===== src/include/rfcrc_pkg.sv =====
/*
 * Constants and carrier types for the receive fabric clock and rate control block.
 * Assumes a single 50 MHz system clock that also serves as the user clock 2 domain
 * and as the reference clock from which the low-rate timer clock is divided.
 */
package rfcrc_pkg;

   // ==========================================================
   // Output clock select codes
   // ==========================================================
   localparam logic [2:0] SEL_CONST = 3'h0;
   localparam logic [2:0] SEL_PCS = 3'h1;
   localparam logic [2:0] SEL_RECOVERED = 3'h2;
   localparam logic [2:0] SEL_REF_FULL = 3'h3;
   localparam logic [2:0] SEL_REF_HALF = 3'h4;
   localparam logic [2:0] SEL_PROG_DIV = 3'h5;

   // ==========================================================
   // Rate select codes and divide values
   // ==========================================================
   localparam logic [2:0] RATE_STATIC = 3'h0;
   localparam logic [2:0] RATE_DIV1 = 3'h1;
   localparam logic [2:0] RATE_DIV2 = 3'h2;
   localparam logic [2:0] RATE_DIV4 = 3'h3;
   localparam logic [2:0] RATE_DIV8 = 3'h4;
   localparam logic [2:0] RATE_DIV16 = 3'h5;
   localparam logic [4:0] DIVIDE_1 = 5'h01;
   localparam logic [4:0] DIVIDE_2 = 5'h02;
   localparam logic [4:0] DIVIDE_4 = 5'h04;
   localparam logic [4:0] DIVIDE_8 = 5'h08;
   localparam logic [4:0] DIVIDE_16 = 5'h10;

   // ==========================================================
   // Reset values and timing
   // ==========================================================
   localparam logic [4:0] DIVIDER_RESET_VALUE = 5'h01;
   localparam logic [5:0] LOW_DIV_RESET_VALUE = 6'h01;
   localparam int CLK_PERIOD_NS = 20;
   localparam int PROG_SETTLE_NS = 200;
   localparam logic [3:0] PROG_SETTLE_CYCLES = 4'((PROG_SETTLE_NS + CLK_PERIOD_NS - 1) / CLK_PERIOD_NS);

   // ==========================================================
   // Types
   // ==========================================================
   typedef enum logic [0:0] {
      RATE_IDLE = 1'b0,
      RATE_WAIT = 1'b1
   } rfcrc_rate_state_t;

   // Indications produced by the rate change sequence.
   typedef struct packed {
      logic rateChangeDone;
      logic phyStateReport;
      logic mediumReset;
      logic elasticBufferReset;
   } rfcrc_rate_status_t;

endpackage : rfcrc_pkg


===== src/logic/rfcrc_top.sv =====
/*
 * Receive fabric clock output selector, dynamic rate control and low-rate timer.
 * Assumes every control input is synchronous to clk_sys, which stands for both the
 * user clock 2 domain and the reference clock; the clock sources arrive as inputs.
 */
`timescale 1ns/1ps
module rfcrc_top
   import rfcrc_pkg::*;
(
   // Clock and reset.
   input wire logic clk_sys,
   input wire logic rst,
   // Clock sources.
   input wire logic rxCodingLayerClock,
   input wire logic rx_recovered_clock,
   input wire logic rx_reference_full,
   input wire logic rx_reference_half,
   input wire logic rx_programmable_divider_clock,
   input wire logic recoveredCircuitReset,
   // Output clock selection.
   input wire logic [2:0] rx_clock_out_select,
   output logic rx_fabric_clock_out,
   output logic rx_test_clock_out,
   output logic rx_coding_layer_clock_out,
   // Rate control.
   input wire logic [2:0] rx_rate_select,
   input wire logic [4:0] rx_static_divider_setting,
   input wire logic [7:0] rate_transition_time,
   input wire logic rx_rate_async_mode,
   input wire logic buffer_reset_on_rate_change,
   output logic [4:0] rxDividerValue,
   output rfcrc_rate_status_t rateStatus,
   // Delay alignment.
   input wire logic rx_delay_align_bypass,
   output logic delayAlignEnable,
   // Low-rate timer clock.
   input wire logic [5:0] low_rate_clock_divider,
   output logic lowRateTick,
   // Programmable divider.
   input wire logic rx_programmable_divider_reset,
   output logic rx_programmable_divider_reset_done
);

   // ==========================================================
   // Clock selection
   // ==========================================================
   logic recoveredGated;
   logic progGated;
   logic progDone_q;
   logic [3:0] progCnt_q;

   // The recovered clock halts while its circuit is held in reset.
   assign recoveredGated = rx_recovered_clock & ~recoveredCircuitReset;
   // The divider clock is passed on only once it is stable after a reset.
   assign progGated = rx_programmable_divider_clock & progDone_q;

   // Steer the selected source onto the main fabric output.
   always_comb begin
      case (rx_clock_out_select)
         SEL_CONST: rx_fabric_clock_out = 1'b1;
         SEL_PCS: rx_fabric_clock_out = rxCodingLayerClock;
         SEL_RECOVERED: rx_fabric_clock_out = recoveredGated;
         SEL_REF_FULL: rx_fabric_clock_out = rx_reference_full;
         SEL_REF_HALF: rx_fabric_clock_out = rx_reference_half;
         SEL_PROG_DIV: rx_fabric_clock_out = progGated;
         default: rx_fabric_clock_out = 1'b0;
      endcase
   end

   // Redundant outputs kept for compatibility; the main output is preferred.
   assign rx_test_clock_out = rx_reference_full;
   assign rx_coding_layer_clock_out = rxCodingLayerClock;

   // ==========================================================
   // Programmable divider reset
   // ==========================================================
   // Reset clears the done flag; it returns after a fixed settling time.
   always_ff @(posedge clk_sys) begin
      if (rst || rx_programmable_divider_reset) begin
         progCnt_q <= 4'h0;
         progDone_q <= 1'b0;
      end else if (progCnt_q != PROG_SETTLE_CYCLES) begin
         progCnt_q <= progCnt_q + 4'h1;
      end else begin
         progDone_q <= 1'b1;
      end
   end
   assign rx_programmable_divider_reset_done = progDone_q;

   // ==========================================================
   // Low-rate timer clock
   // ==========================================================
   logic [5:0] lowCnt_q;
   logic [5:0] lowDiv;
   logic lowTick_q;

   // A divider of zero is treated as one so the timer never stops.
   assign lowDiv = (low_rate_clock_divider == 6'h00) ? LOW_DIV_RESET_VALUE : low_rate_clock_divider;

   // One tick per divider period paces every rate change timer.
   always_ff @(posedge clk_sys) begin
      if (rst) begin
         lowCnt_q <= 6'h00;
         lowTick_q <= 1'b0;
      end else if (lowCnt_q >= lowDiv - 6'h01) begin
         lowCnt_q <= 6'h00;
         lowTick_q <= 1'b1;
      end else begin
         lowCnt_q <= lowCnt_q + 6'h01;
         lowTick_q <= 1'b0;
      end
   end
   assign lowRateTick = lowTick_q;

   // ==========================================================
   // Divider value decode
   // ==========================================================
   logic [4:0] targetDiv;

   // Rate code zero uses the static setting; codes one to five force a value, six and seven keep the current one.
   always_comb begin
      case (rx_rate_select)
         RATE_STATIC: targetDiv = rx_static_divider_setting;
         RATE_DIV1: targetDiv = DIVIDE_1;
         RATE_DIV2: targetDiv = DIVIDE_2;
         RATE_DIV4: targetDiv = DIVIDE_4;
         RATE_DIV8: targetDiv = DIVIDE_8;
         RATE_DIV16: targetDiv = DIVIDE_16;
         default: targetDiv = rxDividerValue;
      endcase
   end

   // ==========================================================
   // Rate change sequence
   // ==========================================================
   rfcrc_rate_state_t state_q;
   logic [2:0] rateSel_q;
   logic [7:0] timer_q;
   logic rateChanged;
   logic timerDone;
   logic donePulse_q;

   assign rateChanged = (rx_rate_select != rateSel_q);
   assign timerDone = (state_q == RATE_WAIT) && lowTick_q && (timer_q == 8'h00) && !rateChanged;

   // Track the last rate code; a new change restarts the wait.
   always_ff @(posedge clk_sys) begin
      if (rst) begin
         state_q <= RATE_IDLE;
         rateSel_q <= RATE_STATIC;
         timer_q <= 8'h00;
      end else begin
         rateSel_q <= rx_rate_select;
         case (state_q)
            RATE_IDLE: begin
               if (rateChanged) begin
                  state_q <= RATE_WAIT;
                  timer_q <= rate_transition_time;
               end
            end
            RATE_WAIT: begin
               if (rateChanged) begin
                  timer_q <= rate_transition_time;
               end else if (timerDone) begin
                  state_q <= RATE_IDLE;
               end else if (lowTick_q) begin
                  timer_q <= timer_q - 8'h01;
               end
            end
            default: state_q <= RATE_IDLE;
         endcase
      end
   end

   // Completion pulse lasts exactly one cycle.
   always_ff @(posedge clk_sys) begin
      if (rst) begin
         donePulse_q <= 1'b0;
      end else begin
         donePulse_q <= timerDone;
      end
   end

   // Async mode follows the rate code at once; sync mode applies it at the end.
   always_ff @(posedge clk_sys) begin
      if (rst) begin
         rxDividerValue <= DIVIDER_RESET_VALUE;
      end else if (rx_rate_async_mode || state_q == RATE_IDLE && !rateChanged || timerDone) begin
         rxDividerValue <= targetDiv;
      end
   end

   // Status outputs; the medium reset covers the whole wait in sync mode, the buffer reset covers it whenever its option is set.
   always_comb begin
      rateStatus.rateChangeDone = donePulse_q;
      rateStatus.phyStateReport = donePulse_q;
      rateStatus.mediumReset = (state_q == RATE_WAIT) && !rx_rate_async_mode;
      rateStatus.elasticBufferReset = (state_q == RATE_WAIT) && buffer_reset_on_rate_change;
   end

   // ==========================================================
   // Delay alignment
   // ==========================================================
   // Alignment runs when the fabric leaves the bypass low.
   always_ff @(posedge clk_sys) begin
      if (rst) begin
         delayAlignEnable <= 1'b0;
      end else begin
         delayAlignEnable <= ~rx_delay_align_bypass;
      end
   end

   // ==========================================================
   // Checks
   // ==========================================================
   a_sel_const: assert property (@(posedge clk_sys) disable iff (rst)
      rx_clock_out_select == SEL_CONST |-> rx_fabric_clock_out)
      else $error("Select zero did not give a constant high.");
   a_sel_reserved: assert property (@(posedge clk_sys) disable iff (rst)
      rx_clock_out_select > SEL_PROG_DIV |-> !rx_fabric_clock_out)
      else $error("Reserved select passed a clock.");
   a_recov_stops: assert property (@(posedge clk_sys) disable iff (rst)
      rx_clock_out_select == SEL_RECOVERED && recoveredCircuitReset |-> !rx_fabric_clock_out)
      else $error("Recovered clock ran during its reset.");
   a_done_single: assert property (@(posedge clk_sys) disable iff (rst)
      rateStatus.rateChangeDone |=> !rateStatus.rateChangeDone)
      else $error("Rate done pulse longer than one cycle.");
   a_done_phy_pair: assert property (@(posedge clk_sys) disable iff (rst)
      rateStatus.rateChangeDone |-> rateStatus.phyStateReport && $past(state_q) == RATE_WAIT)
      else $error("Rate done without phy report or wait.");
   a_async_follow: assert property (@(posedge clk_sys) disable iff (rst)
      rx_rate_async_mode && rx_rate_select == RATE_DIV16 |=> rxDividerValue == DIVIDE_16)
      else $error("Forced divide value not applied.");
   a_static_use: assert property (@(posedge clk_sys) disable iff (rst)
      rx_rate_async_mode && rx_rate_select == RATE_STATIC |=> rxDividerValue == $past(rx_static_divider_setting))
      else $error("Static divider not applied at rate zero.");
   a_sync_hold: assert property (@(posedge clk_sys) disable iff (rst)
      !rx_rate_async_mode && state_q == RATE_WAIT && !timerDone |=> $stable(rxDividerValue))
      else $error("Divider changed during sync reset sequence.");
   a_buf_reset: assert property (@(posedge clk_sys) disable iff (rst)
      rateChanged && buffer_reset_on_rate_change |=> rateStatus.elasticBufferReset)
      else $error("Elastic buffer reset missing on rate change.");
   a_prog_clear: assert property (@(posedge clk_sys) disable iff (rst)
      rx_programmable_divider_reset |=> !rx_programmable_divider_reset_done)
      else $error("Divider reset did not clear done.");
   a_low_tick: assert property (@(posedge clk_sys) disable iff (rst)
      lowRateTick && low_rate_clock_divider == 6'h02 && $stable(low_rate_clock_divider) |=> !lowRateTick)
      else $error("Low-rate tick too frequent.");

endmodule : rfcrc_top


===== config.mk =====
export PLATFORM = sky130hd
export DESIGN_NAME = rfcrc_top
export DESIGN_NICKNAME = d
export VERILOG_FILES = /design/src/include/rfcrc_pkg.sv /design/src/logic/rfcrc_top.sv
export SDC_FILE = /design/constraint.sdc
export NUM_CORES = 1
export LEC_CHECK = 0
export ABC_CLOCK_PERIOD_IN_PS = 2200
export BUFFER_PORTS_ARGS = -buffer_cell sky130_fd_sc_hd__buf_2
export CAP_MARGIN = 20
export CELL_PAD_IN_SITES_DETAIL_PLACEMENT = 1
export CELL_PAD_IN_SITES_GLOBAL_PLACEMENT = 2
export CORE_MARGIN = 5
export CORE_UTILIZATION = 29
export CTS_BUF_LIST = sky130_fd_sc_hd__clkbuf_8 sky130_fd_sc_hd__clkbuf_16
export CTS_CLUSTER_SIZE = 28
export DETAILED_ROUTE_END_ITERATION = 7
export PLACE_DENSITY = 0.87
export SKIP_LAST_GASP = 1
export SLEW_MARGIN = 10
export SYNTH_ARGS = -nofsm -noshare
export SYNTH_HDL_FRONTEND = slang
export SYNTH_SLANG_ARGS = --single-unit

===== constraint.sdc =====
create_clock -name clk_sys -period 2.2 [get_ports clk_sys]
set_clock_uncertainty 0.05 [all_clocks]
set_input_delay 0.33 -clock clk_sys [delete_from_list [all_inputs] [get_ports clk_sys]]
set_output_delay 0.33 -clock clk_sys [all_outputs]
set_load 0.02 [all_outputs]

# Yosys cells after proc, flatten, opt, wreduce, memory -nomap -nowiden
# Cells that the tools add are included.
totals:
  register_bits: 31
  output_inout_bits: 15
classes:
  n_addsub: 4
  order_cmp: 1
  eq_ne: 15
  muxes: 13
  bitwise_logic: 5
  reduce_logical: 19
ops:
  columns: ["op", "count"]
  rows:
  - ["$mux W8", 4]
  - ["$pmux W5 S6", 1]
  - ["$pmux W8 S2", 1]
  - ["$eq A3 B2 Y1 const B", 4]
  - ["$eq A3 B3 Y1 const B", 4]
  - ["$logic_not A8 Y1", 1]
  - ["$sub A8 B1 Y8 const B", 1]
  - ["$add A6 B1 Y6 const B", 1]
  - ["$eq A3 B1 Y1 const B", 2]
  - ["$ge A6 B6 Y1", 1]
  - ["$logic_and A1 B1 Y1", 6]
  - ["$logic_not A3 Y1", 2]
  - ["$logic_not A6 Y1", 1]
  - ["$mux W6", 1]
  - ["$pmux W1 S6", 1]
  - ["$reduce_bool A6 Y1", 1]
  - ["$sub A6 B1 Y6 const B", 1]
  - ["$add A4 B1 Y4 const B", 1]
  - ["$mux W1", 4]
  - ["$ne A4 B4 Y1 const B", 1]
  - ["$logic_or A1 B1 Y1", 3]
  - ["$ne A3 B2 Y1 const B", 1]
  - ["$ne A3 B3 Y1", 1]
  - ["$ne A3 B3 Y1 const B", 1]
  - ["8 further kinds", 12]

# Depth between registers and ports, before layout
# Gate-level depths: netlist of run 1.
logic_depth:
  depth_word: 6
  depth_mapped: 12
  ltp_nobuf: 12

# Worst setup path after synthesis of run 1
# OpenSTA, ideal clock, no wires.
synth_timing:
  kind: "input-to-reg"
  from: "in low_rate_clock_divider[2]"
  to: "reg lowTick_q (netlist: lowRateTick)"
  setup_time_ns: 0.132
  arrival_time_ns: 1.818
  slack_ns: 0.199
  cell_stages: 10
  path_buffers: 0
  cell_sequence: "nor2_1 nand2_1 nor2_1 nor2_1 ha_1 ha_1 a21o_1 a211o_1 o2111ai_1 a21oi_1"
synth_via:
  elab_chain_cells: 5
synth_lines:
  columns: ["item", "line_no", "rtl"]
  rows:
  - ["start, declared", "rfcrc_top.sv:37", "input wire logic [5:0] low_rate_clock_divider,"]
  - ["$logic_not A6 Y1", "rfcrc_top.sv:98", "assign lowDiv = (low_rate_clock_divider == 6'h00) ? LOW_DIV_RESET_VALUE : low_rate_clock_divider;"]
  - ["$mux W6 *", "rfcrc_top.sv:98", null]
  - ["$sub A6 B1 Y6 *", "rfcrc_top.sv:105", "end else if (lowCnt_q >= lowDiv - 6'h01) begin"]
  - ["$ge A6 B6 Y1 *", "rfcrc_top.sv:105", null]
  - ["$mux W1 *", "rfcrc_top.sv:105", null]
  - ["end signal, assigned", "rfcrc_top.sv:104", "lowTick_q <= 1'b0;"]
  - ["end signal, assigned", "rfcrc_top.sv:107", "lowTick_q <= 1'b1;"]
  - ["end signal, assigned", "rfcrc_top.sv:110", "lowTick_q <= 1'b0;"]
  - ["end, declared", "rfcrc_top.sv:95", "logic lowTick_q;"]
# Every way passes the cells marked *; elsewhere a longest branch is shown, timed or not.
# A chain may end at the register's enable or synchronous reset.

# Worst setup path in the final report of run 1
layout_timing:
  from: "reg timer_q[0]"
  to: "reg rxDividerValue[0]"
layout_via:
  elab_chain_cells: 5
layout_lines:
  columns: ["item", "line_no", "rtl"]
  rows:
  - ["start, declared", "rfcrc_top.sv:138", "logic [7:0] timer_q;"]
  - ["start signal, assigned", "rfcrc_top.sv:158", "timer_q <= rate_transition_time;"]
  - ["start signal, assigned", "rfcrc_top.sv:163", "timer_q <= rate_transition_time;"]
  - ["start signal, assigned", "rfcrc_top.sv:167", "timer_q <= timer_q - 8'h01;"]
  - ["$logic_not A8 Y1", "rfcrc_top.sv:144", "assign timerDone = (state_q == RATE_WAIT) && lowTick_q && (timer_q == 8'h00) && !rateChanged;"]
  - ["$logic_and A1 B1 Y1 (2 in a row)", "rfcrc_top.sv:144", null]
  - ["$logic_or A1 B1 Y1", "rfcrc_top.sv:188", "end else if (rx_rate_async_mode || state_q == RATE_IDLE && !rateChanged || timerDone) begin"]
  - ["$reduce_and A2 Y1 (no line)", null, null]
  - ["end signal, assigned", "rfcrc_top.sv:189", "rxDividerValue <= targetDiv;"]
  - ["end, declared", "rfcrc_top.sv:31", "output logic [4:0] rxDividerValue,"]
# No other way between the ends.

==> results.yml, run 1 <==
run_status:
  status: "completed"
logic_synthesis:
  synth_enable_flop_cells: 0
  yosys_register_bits: 31
  synth.avg_cell_area_um2: 8.44
  yosys_warnings: 0
  synthArstFlopShare_pct: 0
  synth-main-ff-cell: "dfxtp_1"
  syn-cell-area_um2: 1760
  synth_fp_nets: 257
  synthCells: 209
  synth_cell_type_count: 45
  seq_area_frac_synth_pct: 35.2
worst_setup_path:
  setup.worst_path.start: "timer_q[0]"
  path_cells: "inv_1 -> ha_1 -> nor4b_4 -> a31oi_2 -> o21bai_4 -> nand2_2 -> a221o_1"
  worst-path-buf-inv: 1
  crit_family: "compound AO/OA/AOI/OAI gates"
  path_class: "register to register"
  cp.required_ns: 2.33
  critPathArrivalTime_ns: 2.17
  slowest_delay_ns: 0.37
  r2r_start: "timer_q[0]"
  critPathLaunchType: "register"
  crit_slowest_cell: "nor4b_4"
  crit_fanout: 6
  worst_setup_path_end_kind: "register"
power:
  clkPwrFrac_pct: 39.2
  pwr-share-comb_pct: 19.2
  peakVddDrop_v: 0.000256
  cellPowerDensity_nw_per_um2: 677
  swShare_pct: 27.5
  total_power_mw: 1.51
  leakagePower_nw: 0.982
  p_sw_mw: 0.416
  p_int_mw: 1.10
  seqPwrFrac_pct: 41.6
sta:
  slew_headroom_pct: 72.5
  worst_pin_slew_ns: 0.410
  finalCriticalPeriod_ns: 2.04
  rsz0062_at_grt: "false"
  finalSetupViolCount: 0
  fin_ws_ns: 0.161
  fin_crit_sh_pct: 92.7
  fin_setup_tns_ns: 0
  fmax_ghz: 0.490
  hold_viol: 0
  maxSlewViolCount: 0
clock_network:
  cts_max_path_buffers: 2
  clock-sinks: 31
  cts_root_buf: "clkbuf_8"
  cts_max_level: 2
  cts_tree: "done"
  clock_latency_ns: 0.29
  cts_setup_buffers: 0
  clkTransAtPathRegs_ns: 0.07
  cts-buffers-inserted: 5
worst_hold_path:
  hp-class: "input pin to register"
  hp-start: "rx_delay_align_bypass"
layout:
  final_cells: 343
  final_cell_mix: "51 x buf_2, 36 x nor2_1, 31 x dfxtp_1"
  synthToLayoutAreaGrowth_pct: 26.6
  fin_util_pct: 37.7
  drive_gt1_share_pct: 29.5
  diodes: 0
  final_common_cell: "buf_2"
  nets: 315
drt:
  wirelength_mm: 4.63
  dr.pass1.iters: 4
  route.detailed.drc: 0
  via_per_inst: 4.88
  vias: 1675
  drtAntennaViolNets: 0
  dr.first_iter.drc_count: 56
  wl_per_cell_um: 13.5
floorplanning:
  die_y_um: 88.0
  fp.coreArea_um2: 5920
  num_rows: 28
  die-width_um: 88.0
  ios: 52
  die_area_um2: 7740
  initial_core_util_pct: 29.8
placement:
  hpwl_mm: 3.69
  numPlacedInstances: 335
  routabilityCongestion: 0.782
  io_buffers: 51
  place_ws_ns: -0.0806
grt:
  grt_pass1_vias: 1778
  grt_max_degree: 24
  grt_pass1_wl_mm: 7.98
  grt_overflow: 0
  grtUsageTotal_pct: 12.9
  grt_antenna_before_repair: 0
job:
  cap_violations: 0
==> kinds of logic after synthesis <==
kind of cell    synth area share (%)
simple gates                    26.0
buf+inv                         6.60
xor+xnor                        6.46
flops                           35.2
mux                             2.91
compound gates                  15.0
fa+ha+maj                       7.81
==> synth_stat cells, types with 5 or more instances <==
cell type | n | area [µm²]
nor2_1 | 37 | 139
a211oi_1 | 5 | 37.5
o21ai_0 | 7 | 35.0
nor2b_1 | 5 | 31.3
nand3_1 | 10 | 50.1
inv_1 | 10 | 37.5
xnor2_1 | 9 | 78.8
a21oi_1 | 13 | 65.1
dfxtp_1 | 31 | 621
nand2_1 | 10 | 37.5
ha_1 | 11 | 138
nor3_1 | 7 | 35.0
==> power groups by stage <==
stage	registers, mW	logic, mW	clock network [mW]
floorplan	0.643	0.183	0
global placement	0.640	0.283	0
detailed placement	0.642	0.291	0
CTS	0.629	0.293	0.606
global route	0.634	0.326	0.636
finish	0.629	0.290	0.592
==> stage by stage <==
stage	cell area (µm²)	hold WS (ns)
floorplan	1760	0.347
global placement	2110	0.404
detailed placement	2110	0.417
CTS	2230	0.144
global route	2230	0.143
finish	2230	0.147
==> worst paths after layout <==
path	to	slack, ns	cells past startpoint
max	rxDividerValue[0]	0.16	7
min	delayAlignEnable	0.15	2
max reg2reg	rxDividerValue[0]	0.16	7
min reg2reg	rxDividerValue[3]	0.42	2
==> area by class of cell <==
type                       instances  area, µm²
tap                               75       93.8
clock buffer                       6       82.6
inverter                          10       37.5
sequential                        31        621
fill                             740       3690
multi-input combinational        158       1030
clock inverter                     2       35.0
timing repair buffer              61        330
==> layer usage <==
layer	global-route usage, %	up-vias	routed length, µm
met5	0	-	0
met4	3.77	0	55
met3	3.48	6	201
met2	22.5	29	2330
met1	15.3	803	2040
li1	-	837	-
==> sequential cells by signal, indices dropped and copies added, names as in the netlist <==
| register | flops |
|---|---|
| timer_q | 8 |
| state_q | 1 |
| lowRateTick | 1 |
| rateSel_q | 3 |
| rx_programmable_divider_reset_done | 1 |
| progCnt_q | 4 |
| donePulse_q | 1 |
| lowCnt_q | 6 |
| delayAlignEnable | 1 |
| rxDividerValue | 5 |
==> timing repair <==
action,4_1_cts,5_1_grt
endpoints found under the setup margin,0,1
hold buffers,0,0
resized for setup,0,2
(Power assumes the default switching activity.)
==> run 2, diff against run 1 <==
--- a/config.mk
+++ b/config.mk
@@ -16,6 +16,7 @@
 export CTS_CLUSTER_SIZE = 28
 export DETAILED_ROUTE_END_ITERATION = 7
 export PLACE_DENSITY = 0.87
+export REMOVE_ABC_BUFFERS = 1
 export SKIP_LAST_GASP = 1
 export SLEW_MARGIN = 10
 export SYNTH_ARGS = -nofsm -noshare
==> run 2 against run 1 <==
Against the previous run: register-to-register slack improved by 0.03 ns; combinational power decreased by 2%; sequential cell count stayed put; worst setup slack improved by 0.035 ns; sequential share of layout area rose by 0.51 points; worst hold slack worse by 0.0034 ns; critical path type unchanged.
==> results.yml, run 2 (synthesis gave the netlist of run 1 again) <==
layout:
  drive_gt1_share_pct: 28.4
  fin_util_pct: 37.0
  regMostFlops: "timer_q"
  final_area_um2: 2190
  regArea_um2: 621
  final_cell_mix: "51 x buf_2, 36 x nor2_1, 31 x dfxtp_1"
  multi_input_area_um2: 1030
  final_cells: 343
  diodes: 0
  top_regs: "timer_q: 8 flops, lowCnt_q: 6 flops, rxDividerValue: 5 flops"
  synthToLayoutAreaGrowth_pct: 24.3
  nets: 315
  final_common_cell: "buf_2"
  largest_reg_flops: 8
  fill_cells: 744
worst_setup_path:
  cp.required_ns: 2.31
  crit_family: "compound AO/OA/AOI/OAI gates"
  worst-path-buf-inv: 1
  crit_fanout: 6
  path_class: "register to register"
  critPathLaunchType: "register"
  critPathArrivalTime_ns: 2.11
  worst_setup_path_end_kind: "register"
  crit_slowest_cell: "a221o_1"
  slowest_delay_ns: 0.35
  path_cells: "inv_1 -> ha_1 -> nor4b_4 -> a31oi_2 -> o21bai_4 -> nand2_2 -> a221o_1"
floorplanning:
  die_area_um2: 7740
  initial_core_util_pct: 29.8
  fp.coreArea_um2: 5920
  num_rows: 28
  ios: 52
  die-width_um: 88.0
  die_y_um: 88.0
power:
  p_sw_mw: 0.387
  p_int_mw: 0.939
  peakVddDrop_v: 0.000402
  seqPwrFrac_pct: 47.4
  clkPwrFrac_pct: 31.1
  pwr-share-comb_pct: 21.5
  cellPowerDensity_nw_per_um2: 605
  total_power_mw: 1.33
  leakagePower_nw: 0.973
  swShare_pct: 29.2
clock_network:
  cts_max_path_buffers: 2
  clkTransAtPathRegs_ns: 0.06
  clock-sinks: 31
  clock_latency_ns: 0.28
  cts_root_buf: "clkbuf_8"
  cts_tree: "done"
  cts_resized: 0
  cts-hold-fix-buffers: 0
  cts-buffers-inserted: 5
  cts_setup_buffers: 0
  cts_max_level: 2
sta:
  worst_pin_slew_ns: 0.414
  finalSetupViolCount: 0
  holdWs_ns: 0.143
  fin_ws_ns: 0.196
  hold_viol: 0
  slew_headroom_pct: 72.2
  maxSlewViolCount: 0
  fin_crit_sh_pct: 91.1
  rsz0062_at_grt: "false"
  fin_setup_tns_ns: 0
  finalCriticalPeriod_ns: 2.00
  fmax_ghz: 0.499
grt:
  grt_pass1_wl_mm: 7.71
  grt_overflow: 0
  grtUsageTotal_pct: 12.6
  grt_pass1_vias: 1707
  grt_max_degree: 24
  grt_antenna_before_repair: 0
placement:
  numPlacedInstances: 335
  placed_area_um2: 2110
  routabilityCongestion: 0.828
  hpwl_mm: 3.64
  io_buffers: 51
  place_ws_ns: -0.0544
drt:
  wl_met1_mm: 1.97
  highest_layer: "met4"
  wl_met2_mm: 2.21
  wl_per_cell_um: 13.2
  route.met3.wl_um: 290
  dr.first_iter.drc_count: 75
  vias: 1669
  dr.pass1.iters: 4
  wirelength_mm: 4.51
  route.detailed.drc: 0
  via_per_inst: 4.87
  drtAntennaViolNets: 0
job:
  cap_violations: 0
run_status:
  status: "completed"
worst_hold_path:
  hp-class: "input pin to register"
==> run 2: changes by cell type in the layout (fill, tap and decap cells not counted), sizes merged <==
cell / before / now
clkbuf: 6 / 5
inv: 10 / 12
bufinv: 1 / 0
==> run 2: final timing paths <==
kind / end / cells after the start / slack (ns) / from
worst max-delay path: rxDividerValue[0] / 7 / 0.20 / timer_q[0]
worst min-delay path: delayAlignEnable / 2 / 0.14 / rx_delay_align_bypass
worst max register to register: rxDividerValue[0] / 7 / 0.20 / timer_q[0]
worst min register to register: lowCnt_q[0] / 1 / 0.41 / lowCnt_q[0]
==> run 2: power groups by stage <==
stage          Clock [mW]  Combinational [mW]  Sequential [mW]
4_1_cts             0.433               0.291            0.629
5_1_grt             0.460               0.321            0.635
6_report            0.412               0.285            0.629
3_3_place_gp            0               0.283            0.641
2_1_floorplan           0               0.163            0.643
3_5_place_dp            0               0.289            0.642
==> run 2: layer usage <==
metal	GRT usage, %	vias to the layer above
met3	3.67	7
met1	15.0	778
met2	22.0	37
met4	3.35	0
li1	-	847
met5	0	-
==> run 2: layout make-up <==
cell class	count	share of cell area [%]
Clock buffer	5	3.14
Clock inverter	3	0.571
Inverter	10	1.71
Tap cell	75	4.28
Timing Repair Buffer	61	15.1
Multi-Input combinational cell	158	46.9
Sequential cell	31	28.3
